[config.mk]
export PLATFORM = sky130hd
export DESIGN_NAME = mib_poll_host_flat
export DESIGN_NICKNAME = d
export VERILOG_FILES = /design/src/mib_access_pkg.sv /design/src/mgmt_if.sv /design/src/mib_poll_host.sv /design/src/flat_wrapper.sv
export SDC_FILE = /design/constraint.sdc
export NUM_CORES = 1
export LEC_CHECK = 0
export ABC_CLOCK_PERIOD_IN_PS = 3800
export BUFFER_PORTS_ARGS = -buffer_cell sky130_fd_sc_hd__buf_2
export CORE_MARGIN = 5
export CORE_UTILIZATION = 58
export CTS_CLUSTER_SIZE = 30
export DETAILED_ROUTE_END_ITERATION = 10
export PLACE_DENSITY_LB_ADDON = 0.25
export SLEW_MARGIN = 10
export SYNTH_ARGS = -nofsm -noshare
export SYNTH_HDL_FRONTEND = slang
export SYNTH_SLANG_ARGS = --single-unit
[constraint.sdc]
create_clock -name CLK -period 3.8 [get_ports CLK]
set_clock_uncertainty 0.2 [all_clocks]
set_input_delay 0.76 -clock CLK [delete_from_list [all_inputs] [get_ports CLK]]
set_output_delay 0.76 -clock CLK [all_outputs]
set_load 0.1 [all_outputs]
[src/mib_access_pkg.sv]
// shared constants for the indirect statistics counter read path
package mib_access_pkg;
	// ---------------------------------------------------------------
	// management register offsets (byte wide registers)
	// ---------------------------------------------------------------
	localparam logic [7:0] SELECT_ADDR = 8'h79;
	localparam logic [7:0] TRIGGER_ADDR = 8'h7a;
	localparam logic [7:0] DATA3_ADDR = 8'h80;
	localparam logic [7:0] DATA2_ADDR = 8'h81;
	localparam logic [7:0] DATA1_ADDR = 8'h82;
	localparam logic [7:0] DATA0_ADDR = 8'h83;
	localparam logic [7:0] SELECT_RESET = 8'h00;
	localparam logic [7:0] TRIGGER_RESET = 8'h00;
	localparam logic [31:0] DATA_RESET = 32'h00000000;
	// select byte: upper six bits pick a counter read, low two bits
	// are the upper offset bits
	localparam logic [5:0] SELECT_COUNTER_READ = 6'h07;
	localparam logic [7:0] SELECT_DROP_BASE = 8'h1d;
	localparam logic [7:0] SELECT_PORT_BASE = 8'h1c;
	// ---------------------------------------------------------------
	// counter layout
	// ---------------------------------------------------------------
	localparam int PORTS = 3;
	localparam int PORT_COUNTERS = 32;
	localparam int PER_PORT_TOTAL = PORTS * PORT_COUNTERS;
	localparam int DROP_TOTAL = 6;
	localparam int PORT_CNT_W = 30;
	localparam int DROP_CNT_W = 16;
	localparam int OVERFLOW_BIT = 31;
	localparam int VALID_BIT = 30;
	localparam logic [9:0] PER_PORT_LAST = 10'h05f;
	localparam logic [9:0] DROP_FIRST = 10'h100;
	localparam logic [9:0] DROP_LAST = 10'h105;
	// host sweep figures
	localparam int SWEEP_REGS = 160;
	localparam int SWEEP_OVERHEAD = 3;
	localparam int SWEEP_CLKS_PER_ACCESS = 8;
	localparam int SWEEP_MAX_SCLK_MHZ = 5;
	localparam int SWEEP_PERIOD_S = 30;
	// ---------------------------------------------------------------
	// host AXI4-Lite register map
	// ---------------------------------------------------------------
	localparam logic [7:0] HOST_CMD = 8'h00;
	localparam logic [7:0] HOST_STATUS = 8'h04;
	localparam logic [7:0] HOST_RESULT = 8'h08;
	localparam logic [7:0] HOST_INT_STATUS = 8'h0c;
	localparam logic [7:0] HOST_INT_MASK = 8'h10;
	localparam logic [7:0] HOST_DROP_WRAP = 8'h14;
	localparam int CMD_START_BIT = 31;
	localparam int INT_DONE_BIT = 0;
	localparam int INT_OVERFLOW_BIT = 1;
	localparam int INT_WRAP_BIT = 2;
	localparam logic [2:0] INT_RESET = 3'h0;
	localparam logic [1:0] RESP_OKAY = 2'h0;
	localparam logic [1:0] RESP_SLVERR = 2'h2;
endpackage

[src/mgmt_if.sv]
// byte wide management bus between polling host and switch counters
`timescale 1ns/100ps
interface mgmt_if;
	logic req;
	logic we;
	logic [7:0] addr;
	logic [7:0] wdata;
	logic ack;
	logic [7:0] rdata;
	modport device (input req, input we, input addr, input wdata,
		output ack, output rdata);
	modport host (output req, output we, output addr, output wdata,
		input ack, input rdata);
endinterface

[src/mib_poll_host.sv]
// host side: AXI4-Lite commanded counter fetch over the management bus
`timescale 1ns/100ps
module mib_poll_host (
	input wire logic CLK,
	input wire logic SYS_RST,
	mgmt_if.host mb,
	input wire logic [7:0] S_AXI_AWADDR,
	input wire logic S_AXI_AWVALID,
	output logic S_AXI_AWREADY,
	input wire logic [31:0] S_AXI_WDATA,
	input wire logic [3:0] S_AXI_WSTRB,
	input wire logic S_AXI_WVALID,
	output logic S_AXI_WREADY,
	output logic [1:0] S_AXI_BRESP,
	output logic S_AXI_BVALID,
	input wire logic S_AXI_BREADY,
	input wire logic [7:0] S_AXI_ARADDR,
	input wire logic S_AXI_ARVALID,
	output logic S_AXI_ARREADY,
	output logic [31:0] S_AXI_RDATA,
	output logic [1:0] S_AXI_RRESP,
	output logic S_AXI_RVALID,
	input wire logic S_AXI_RREADY,
	output logic IRQ
);
	typedef enum logic [1:0] {S_IDLE, S_SEL, S_TRIG, S_READ} st_e;

	// ---------------------------------------------------------------
	// state
	// ---------------------------------------------------------------
	st_e st_q, st_d;
	logic req_q, req_d, we_q, we_d;
	logic [7:0] addr_q, addr_d, wdata_q, wdata_d;
	logic [9:0] off_q, off_d;
	logic [1:0] lane_q, lane_d;
	logic [31:0] acc_q, acc_d, result_q, result_d;
	logic [2:0] ist_q, ist_d, imask_q, imask_d;
	logic [5:0] wrap_q, wrap_d;
	logic [15:0] last_q [6];
	logic [15:0] last_d [6];
	logic aw_q, aw_d, w_q, w_d, bv_q, bv_d, rv_q, rv_d;
	logic [7:0] awa_q, awa_d;
	logic [31:0] wd_q, wd_d, rd_q, rd_d;
	logic [1:0] br_q, br_d, rr_q, rr_d;
	logic is_drop;
	logic [2:0] set;
	logic [2:0] di;
	logic [31:0] word;

	// ---------------------------------------------------------------
	// fetch sequencer
	// ---------------------------------------------------------------
	always_comb
	begin
		st_d = st_q;
		req_d = req_q;
		we_d = we_q;
		addr_d = addr_q;
		wdata_d = wdata_q;
		off_d = off_q;
		lane_d = lane_q;
		acc_d = acc_q;
		result_d = result_q;
		set = 3'h0;
		wrap_d = wrap_q;
		// reading the wrap record clears it; a wrap seen below still wins
		if (S_AXI_ARVALID && S_AXI_ARREADY &&
			S_AXI_ARADDR == mib_access_pkg::HOST_DROP_WRAP)
			wrap_d = 6'h0;
		for (int j = 0; j < 6; j++)
			last_d[j] = last_q[j];
		is_drop = off_q[8];
		di = off_q[2:0];
		word = {acc_q[23:0], mb.rdata};
		if (mb.ack)
			req_d = 1'b0;
		case (st_q)
			S_IDLE:
			begin
				if (aw_q && w_q && !bv_q && wd_q[mib_access_pkg::CMD_START_BIT]
					&& (awa_q == mib_access_pkg::HOST_CMD))
				begin
					off_d = wd_q[9:0];
					st_d = S_SEL;
				end
			end
			S_SEL:
			begin
				// select, then trigger, then data reads
				if (!req_q)
				begin
					req_d = 1'b1;
					we_d = 1'b1;
					addr_d = mib_access_pkg::SELECT_ADDR;
					wdata_d = {mib_access_pkg::SELECT_COUNTER_READ, off_q[9:8]};
				end
				else if (mb.ack)
					st_d = S_TRIG;
			end
			S_TRIG:
			begin
				if (!req_q)
				begin
					req_d = 1'b1;
					we_d = 1'b1;
					addr_d = mib_access_pkg::TRIGGER_ADDR;
					wdata_d = off_q[7:0];
				end
				else if (mb.ack)
				begin
					st_d = S_READ;
					// drop counters only have the two low bytes
					lane_d = is_drop ? 2'd2 : 2'd0;
					acc_d = 32'h0;
				end
			end
			S_READ:
			begin
				if (!req_q)
				begin
					req_d = 1'b1;
					we_d = 1'b0;
					addr_d = mib_access_pkg::DATA3_ADDR + {6'h00, lane_q};
				end
				else if (mb.ack)
				begin
					acc_d = word;
					lane_d = lane_q + 2'd1;
					if (!is_drop && lane_q == 2'd0 && !mb.rdata[6])
						st_d = S_SEL;
					else if (lane_q == 2'd3)
					begin
						st_d = S_IDLE;
						result_d = word;
						set[mib_access_pkg::INT_DONE_BIT] = 1'b1;
						if (!is_drop)
							set[mib_access_pkg::INT_OVERFLOW_BIT] =
								word[mib_access_pkg::OVERFLOW_BIT];
						else if (di < 3'd6)
						begin
							// wrap seen as a value smaller than last time
							if (word[15:0] < last_q[di])
							begin
								set[mib_access_pkg::INT_WRAP_BIT] = 1'b1;
								wrap_d[di] = 1'b1;
							end
							last_d[di] = word[15:0];
						end
					end
				end
			end
			default: st_d = S_IDLE;
		endcase
	end

	// ---------------------------------------------------------------
	// AXI4-Lite slave and interrupt registers
	// ---------------------------------------------------------------
	always_comb
	begin
		aw_d = aw_q;
		w_d = w_q;
		bv_d = bv_q;
		rv_d = rv_q;
		awa_d = awa_q;
		wd_d = wd_q;
		rd_d = rd_q;
		br_d = br_q;
		rr_d = rr_q;
		imask_d = imask_q;
		ist_d = ist_q;
		if (S_AXI_AWVALID && S_AXI_AWREADY)
		begin
			aw_d = 1'b1;
			awa_d = S_AXI_AWADDR;
		end
		if (S_AXI_WVALID && S_AXI_WREADY)
		begin
			w_d = 1'b1;
			wd_d = S_AXI_WDATA;
		end
		if (aw_q && w_q && !bv_q)
		begin
			aw_d = 1'b0;
			w_d = 1'b0;
			bv_d = 1'b1;
			br_d = mib_access_pkg::RESP_OKAY;
			case (awa_q)
				mib_access_pkg::HOST_CMD: ;
				mib_access_pkg::HOST_INT_STATUS: ist_d = ist_q & ~wd_q[2:0];
				mib_access_pkg::HOST_INT_MASK: imask_d = wd_q[2:0];
				default: br_d = mib_access_pkg::RESP_SLVERR;
			endcase
		end
		if (bv_q && S_AXI_BREADY)
			bv_d = 1'b0;
		// set wins over a clear in the same cycle
		ist_d = ist_d | set;
		if (S_AXI_ARVALID && S_AXI_ARREADY)
		begin
			rv_d = 1'b1;
			rr_d = mib_access_pkg::RESP_OKAY;
			case (S_AXI_ARADDR)
				mib_access_pkg::HOST_CMD: rd_d = {22'h0, off_q};
				mib_access_pkg::HOST_STATUS: rd_d = {31'h0, st_q != S_IDLE};
				mib_access_pkg::HOST_RESULT: rd_d = result_q;
				mib_access_pkg::HOST_INT_STATUS: rd_d = {29'h0, ist_q};
				mib_access_pkg::HOST_INT_MASK: rd_d = {29'h0, imask_q};
				mib_access_pkg::HOST_DROP_WRAP: rd_d = {26'h0, wrap_q};
				default:
				begin
					rd_d = 32'h0;
					rr_d = mib_access_pkg::RESP_SLVERR;
				end
			endcase
		end
		if (rv_q && S_AXI_RREADY)
			rv_d = 1'b0;
	end

	// ---------------------------------------------------------------
	// registers
	// ---------------------------------------------------------------
	always_ff @(posedge CLK)
	begin
		if (SYS_RST)
		begin
			st_q <= S_IDLE;
			req_q <= 1'b0;
			we_q <= 1'b0;
			addr_q <= 8'h00;
			wdata_q <= 8'h00;
			off_q <= 10'h000;
			lane_q <= 2'd0;
			acc_q <= 32'h0;
			result_q <= 32'h0;
			ist_q <= mib_access_pkg::INT_RESET;
			imask_q <= mib_access_pkg::INT_RESET;
			wrap_q <= 6'h0;
			for (int j = 0; j < 6; j++)
				last_q[j] <= 16'h0;
			aw_q <= 1'b0;
			w_q <= 1'b0;
			bv_q <= 1'b0;
			rv_q <= 1'b0;
			awa_q <= 8'h00;
			wd_q <= 32'h0;
			rd_q <= 32'h0;
			br_q <= 2'h0;
			rr_q <= 2'h0;
		end
		else
		begin
			st_q <= st_d;
			req_q <= req_d;
			we_q <= we_d;
			addr_q <= addr_d;
			wdata_q <= wdata_d;
			off_q <= off_d;
			lane_q <= lane_d;
			acc_q <= acc_d;
			result_q <= result_d;
			ist_q <= ist_d;
			imask_q <= imask_d;
			wrap_q <= wrap_d;
			for (int j = 0; j < 6; j++)
				last_q[j] <= last_d[j];
			aw_q <= aw_d;
			w_q <= w_d;
			bv_q <= bv_d;
			rv_q <= rv_d;
			awa_q <= awa_d;
			wd_q <= wd_d;
			rd_q <= rd_d;
			br_q <= br_d;
			rr_q <= rr_d;
		end
	end

	assign mb.req = req_q;
	assign mb.we = we_q;
	assign mb.addr = addr_q;
	assign mb.wdata = wdata_q;
	assign S_AXI_AWREADY = !aw_q && !bv_q;
	assign S_AXI_WREADY = !w_q && !bv_q;
	assign S_AXI_BVALID = bv_q;
	assign S_AXI_BRESP = br_q;
	assign S_AXI_ARREADY = !rv_q;
	assign S_AXI_RVALID = rv_q;
	assign S_AXI_RDATA = rd_q;
	assign S_AXI_RRESP = rr_q;
	assign IRQ = |(ist_q & imask_q);
endmodule

[src/flat_wrapper.sv]
// flat-port wrapper written by rule: the top's interface ports become plain ports
module mib_poll_host_flat 
  (CLK, SYS_RST, S_AXI_AWADDR, S_AXI_AWVALID, S_AXI_AWREADY, S_AXI_WDATA, S_AXI_WSTRB, S_AXI_WVALID, S_AXI_WREADY, S_AXI_BRESP, S_AXI_BVALID, S_AXI_BREADY, S_AXI_ARADDR, S_AXI_ARVALID, S_AXI_ARREADY, S_AXI_RDATA, S_AXI_RRESP, S_AXI_RVALID, S_AXI_RREADY, IRQ, mb_req, mb_we, mb_addr, mb_wdata, mb_ack, mb_rdata);
  mgmt_if mb_i ();
  input wire logic CLK;
  input wire logic SYS_RST;
  input wire logic [7:0] S_AXI_AWADDR;
  input wire logic S_AXI_AWVALID;
  output logic S_AXI_AWREADY;
  input wire logic [31:0] S_AXI_WDATA;
  input wire logic [3:0] S_AXI_WSTRB;
  input wire logic S_AXI_WVALID;
  output logic S_AXI_WREADY;
  output logic [1:0] S_AXI_BRESP;
  output logic S_AXI_BVALID;
  input wire logic S_AXI_BREADY;
  input wire logic [7:0] S_AXI_ARADDR;
  input wire logic S_AXI_ARVALID;
  output logic S_AXI_ARREADY;
  output logic [31:0] S_AXI_RDATA;
  output logic [1:0] S_AXI_RRESP;
  output logic S_AXI_RVALID;
  input wire logic S_AXI_RREADY;
  output logic IRQ;
  output wire logic [$bits(mb_i.req)-1:0] mb_req;
  output wire logic [$bits(mb_i.we)-1:0] mb_we;
  output wire logic [$bits(mb_i.addr)-1:0] mb_addr;
  output wire logic [$bits(mb_i.wdata)-1:0] mb_wdata;
  input wire logic [$bits(mb_i.ack)-1:0] mb_ack;
  input wire logic [$bits(mb_i.rdata)-1:0] mb_rdata;
  assign mb_req = mb_i.req;
  assign mb_we = mb_i.we;
  assign mb_addr = mb_i.addr;
  assign mb_wdata = mb_i.wdata;
  assign mb_i.ack = mb_ack;
  assign mb_i.rdata = mb_rdata;
  mib_poll_host u_core (.CLK(CLK), .SYS_RST(SYS_RST), .mb(mb_i), .S_AXI_AWADDR(S_AXI_AWADDR), .S_AXI_AWVALID(S_AXI_AWVALID), .S_AXI_AWREADY(S_AXI_AWREADY), .S_AXI_WDATA(S_AXI_WDATA), .S_AXI_WSTRB(S_AXI_WSTRB), .S_AXI_WVALID(S_AXI_WVALID), .S_AXI_WREADY(S_AXI_WREADY), .S_AXI_BRESP(S_AXI_BRESP), .S_AXI_BVALID(S_AXI_BVALID), .S_AXI_BREADY(S_AXI_BREADY), .S_AXI_ARADDR(S_AXI_ARADDR), .S_AXI_ARVALID(S_AXI_ARVALID), .S_AXI_ARREADY(S_AXI_ARREADY), .S_AXI_RDATA(S_AXI_RDATA), .S_AXI_RRESP(S_AXI_RRESP), .S_AXI_RVALID(S_AXI_RVALID), .S_AXI_RREADY(S_AXI_RREADY), .IRQ(IRQ));
endmodule
==> results.json <==
{
  "routed_via_density": 5.697,
  "core.rowCount": 49,
  "status": "finished, final reports clean",
  "drv_slew": 0,
  "antenna-diode-count": 0,
  "postCtsSetupBuffers": 0,
  "firstDrtPassIters": 7,
  "hold_slack_ns": 0.2524,
  "start_kind": "register",
  "first_iter_violations": 673,
  "die_h_um": 144.6,
  "synth_edf_count": 0,
  "place_congestion": 0.8709,
  "synth_area_um2": 10500,
  "path_max_fanout": 10,
  "critPathKind": "reg -> reg",
  "grt-ovfl-total": 0,
  "worstMarginPinSlew_ns": 0.8466,
  "syn_area_per_cell_um2": 8.853,
  "crit_required_ns": 4.06,
  "clockBufferDepth": 3,
  "drive_gt1_share_pct": 15.48,
  "track_usage_pct": 23.25,
  "cts_sinks": 252,
  "cp-end-kind": "register",
  "wl_mm": 24.61,
  "fp.dieW_um": 144.6,
  "cts_tree": "built",
  "tns_ns": 0,
  "cts_max_level": 1,
  "syn_inst": 1186,
  "core-area_um2": 17900,
  "final_cell_mix": "dfxtp_1 (251), nand2_1 (238), nor2_1 (139)",
  "portBuffers": 99,
  "ctsHoldBuffers": 0,
  "yosysSeqAreaShare_pct": 48.05,
  "finalSetupViolCount": 0,
  "fmax_mhz": 304.2,
  "final_common_cell": "dfxtp_1",
  "final_util_pct": 66.33,
  "ios": 128,
  "die_area_um2": 20890,
  "cp.arrival_ns": 3.55,
  "antenna_found_initial": 0,
  "drc": 0,
  "period_share_pct": 86.51,
  "clk_latency_ns": 0.52,
  "ir_drop_v": 0.0006097,
  "synth_top_cell_area_share_pct": 48.05,
  "syn_to_final_growth_pct": 13.10,
  "synth_area_leaders": "dfxtp_1 (48%), nand2_1 (8.5%), mux2i_1 (8.4%)",
  "clkTransAtPathRegs_ns": 0.06,
  "grt_max_degree": 109,
  "post_drt_wl_per_cell_um": 16.60,
  "post-place-ws_ns": 0.5563,
  "slew_headroom_pct": 43.38,
  "ys_async_sr_fraction_pct": 0,
  "p_leak_nw": 4.686,
  "synthFlopType": "dfxtp_1",
  "dp_hpwl_mm": 16.02,
  "cts_buffers": 27,
  "vias": 8443,
  "layout.nets": 1327,
  "netlist-cell-type-count": 55,
  "first_global_vias": 7973,
  "cts_resized": 0,
  "synth-seq-cells": 252,
  "synth_area_leader_cell": "dfxtp_1",
  "grt_pass1_wl_mm": 39.88,
  "postRouteAntennaNets": 0,
  "start_util_pct": 58.65,
  "finalHoldViolCount": 0,
  "powerDensity_nw_per_um2": 528.0,
  "ys_warn_count": 0,
  "setup_slack_ns": 0.5126,
  "maxCapViolCount": 0,
  "hold_class": "reg -> reg",
  "rsz0062_at_grt": "false",
  "cts_root_buffer": "clkbuf_16",
  "period_needed_ns": 3.287
}
[state kept, by name, indices dropped and copies added, names as in the netlist, 3 cells and up, named ones only]
name and count:
u_core.ist_q 3, u_core.result_q 32, u_core.wrap_q 6, u_core.last_q 96, u_core.mb.wdata 8, u_core.imask_q 3
u_core.acc_q 24, u_core.off_q 10, u_core.awa_q 8, u_core.wd_q 11, u_core.mb.addr 4, u_core.S_AXI_RDATA 32
[power by group]
part	internal, mW	switching (mW)	total [mW]
Combinational	0.168	0.765	0.933
Clock	1.56	1.01	2.57
Sequential	2.72	0.0555	2.77
Total	4.44	1.83	6.27
[kinds of logic (layout without fill, tap and decap cells)]
family | Yosys count | after routing | share of synthesized area [%]
fa+ha+maj | 23 | 23 | 2.741
other cells | 1 | 3 | 0.03571
compound gates | 239 | 239 | 13.81
flops | 252 | 252 | 48.05
simple gates | 443 | 443 | 17.87
mux | 109 | 109 | 12.36
buf+inv | 119 | 184 | 5.136
[critical path, cell delays in order (launching register included)]
cell,delay [ns]
dfxtp_2,0.54
buf_4,0.28
mux4_2,0.52
o21ai_0,0.23
ha_1,0.31
a41oi_1,0.26
a31oi_1,0.10
a21oi_1,0.51
a32o_1,0.27
[final timing paths]
check | start | end | slack, ns | cells after the start
setup / recovery | register | u_core.wrap_q[2] | 0.51 | 8
hold / removal | u_core.wd_q[31] | u_core.wd_q[31] | 0.25 | 2
setup reg to reg | register | u_core.wrap_q[2] | 0.51 | 8
hold reg to reg | u_core.wd_q[31] | u_core.wd_q[31] | 0.25 | 2
[cell usage after synthesis (all sizes together) (2+ instances only)]
cell type / count
nor2b: 6
ha: 23
mux4: 16
a22oi: 55
a21oi: 116
or2: 2
and2: 5
mux2i: 88
nand4b: 2
nor2: 139
a211oi: 11
buf: 36
nand2: 238
a21o: 3
o21ai: 34
nand2b: 4
nand3b: 4
clkbuf: 65
mux2: 5
a311oi: 4
or4: 4
and3: 3
nor4: 3
nand3: 14
or3: 4
dfxtp: 252
nor3: 9
inv: 18
nor3b: 4
a32o: 6
[routing by layer]
metal	vias to the layer above	wire length (um)	global-route usage, %
li1	4155	-	-
met1	4015	10840	31.40
met2	226	11600	38.80
met3	47	1432	3.241
met4	0	734	7.364
met5	-	0	0
[through the flow]
| stage | cells | power [mW] | area (um^2) |
|---|---|---|---|
| floorplan | 1188 | 3.620 | 10510 |
| global placement | 1436 | 3.753 | 11000 |
| detailed placement | 1436 | 3.760 | 11000 |
| CTS | 1482 | 6.305 | 11880 |
| global route | 1482 | 6.483 | 11880 |
| finish | 1482 | 6.270 | 11880 |
[layout make-up]
cell class | count | area, um^2
Clock buffer | 43 | 835.8
Timing Repair Buffer | 120 | 671.9
Inverter | 18 | 67.56
Multi-Input combinational cell | 817 | 4927
Fill cell | 1487 | 6027
Clock inverter | 3 | 40.04
Tap cell | 229 | 286.5
Sequential cell | 252 | 5046
Note: power is estimated with default switching activity, not from simulation.
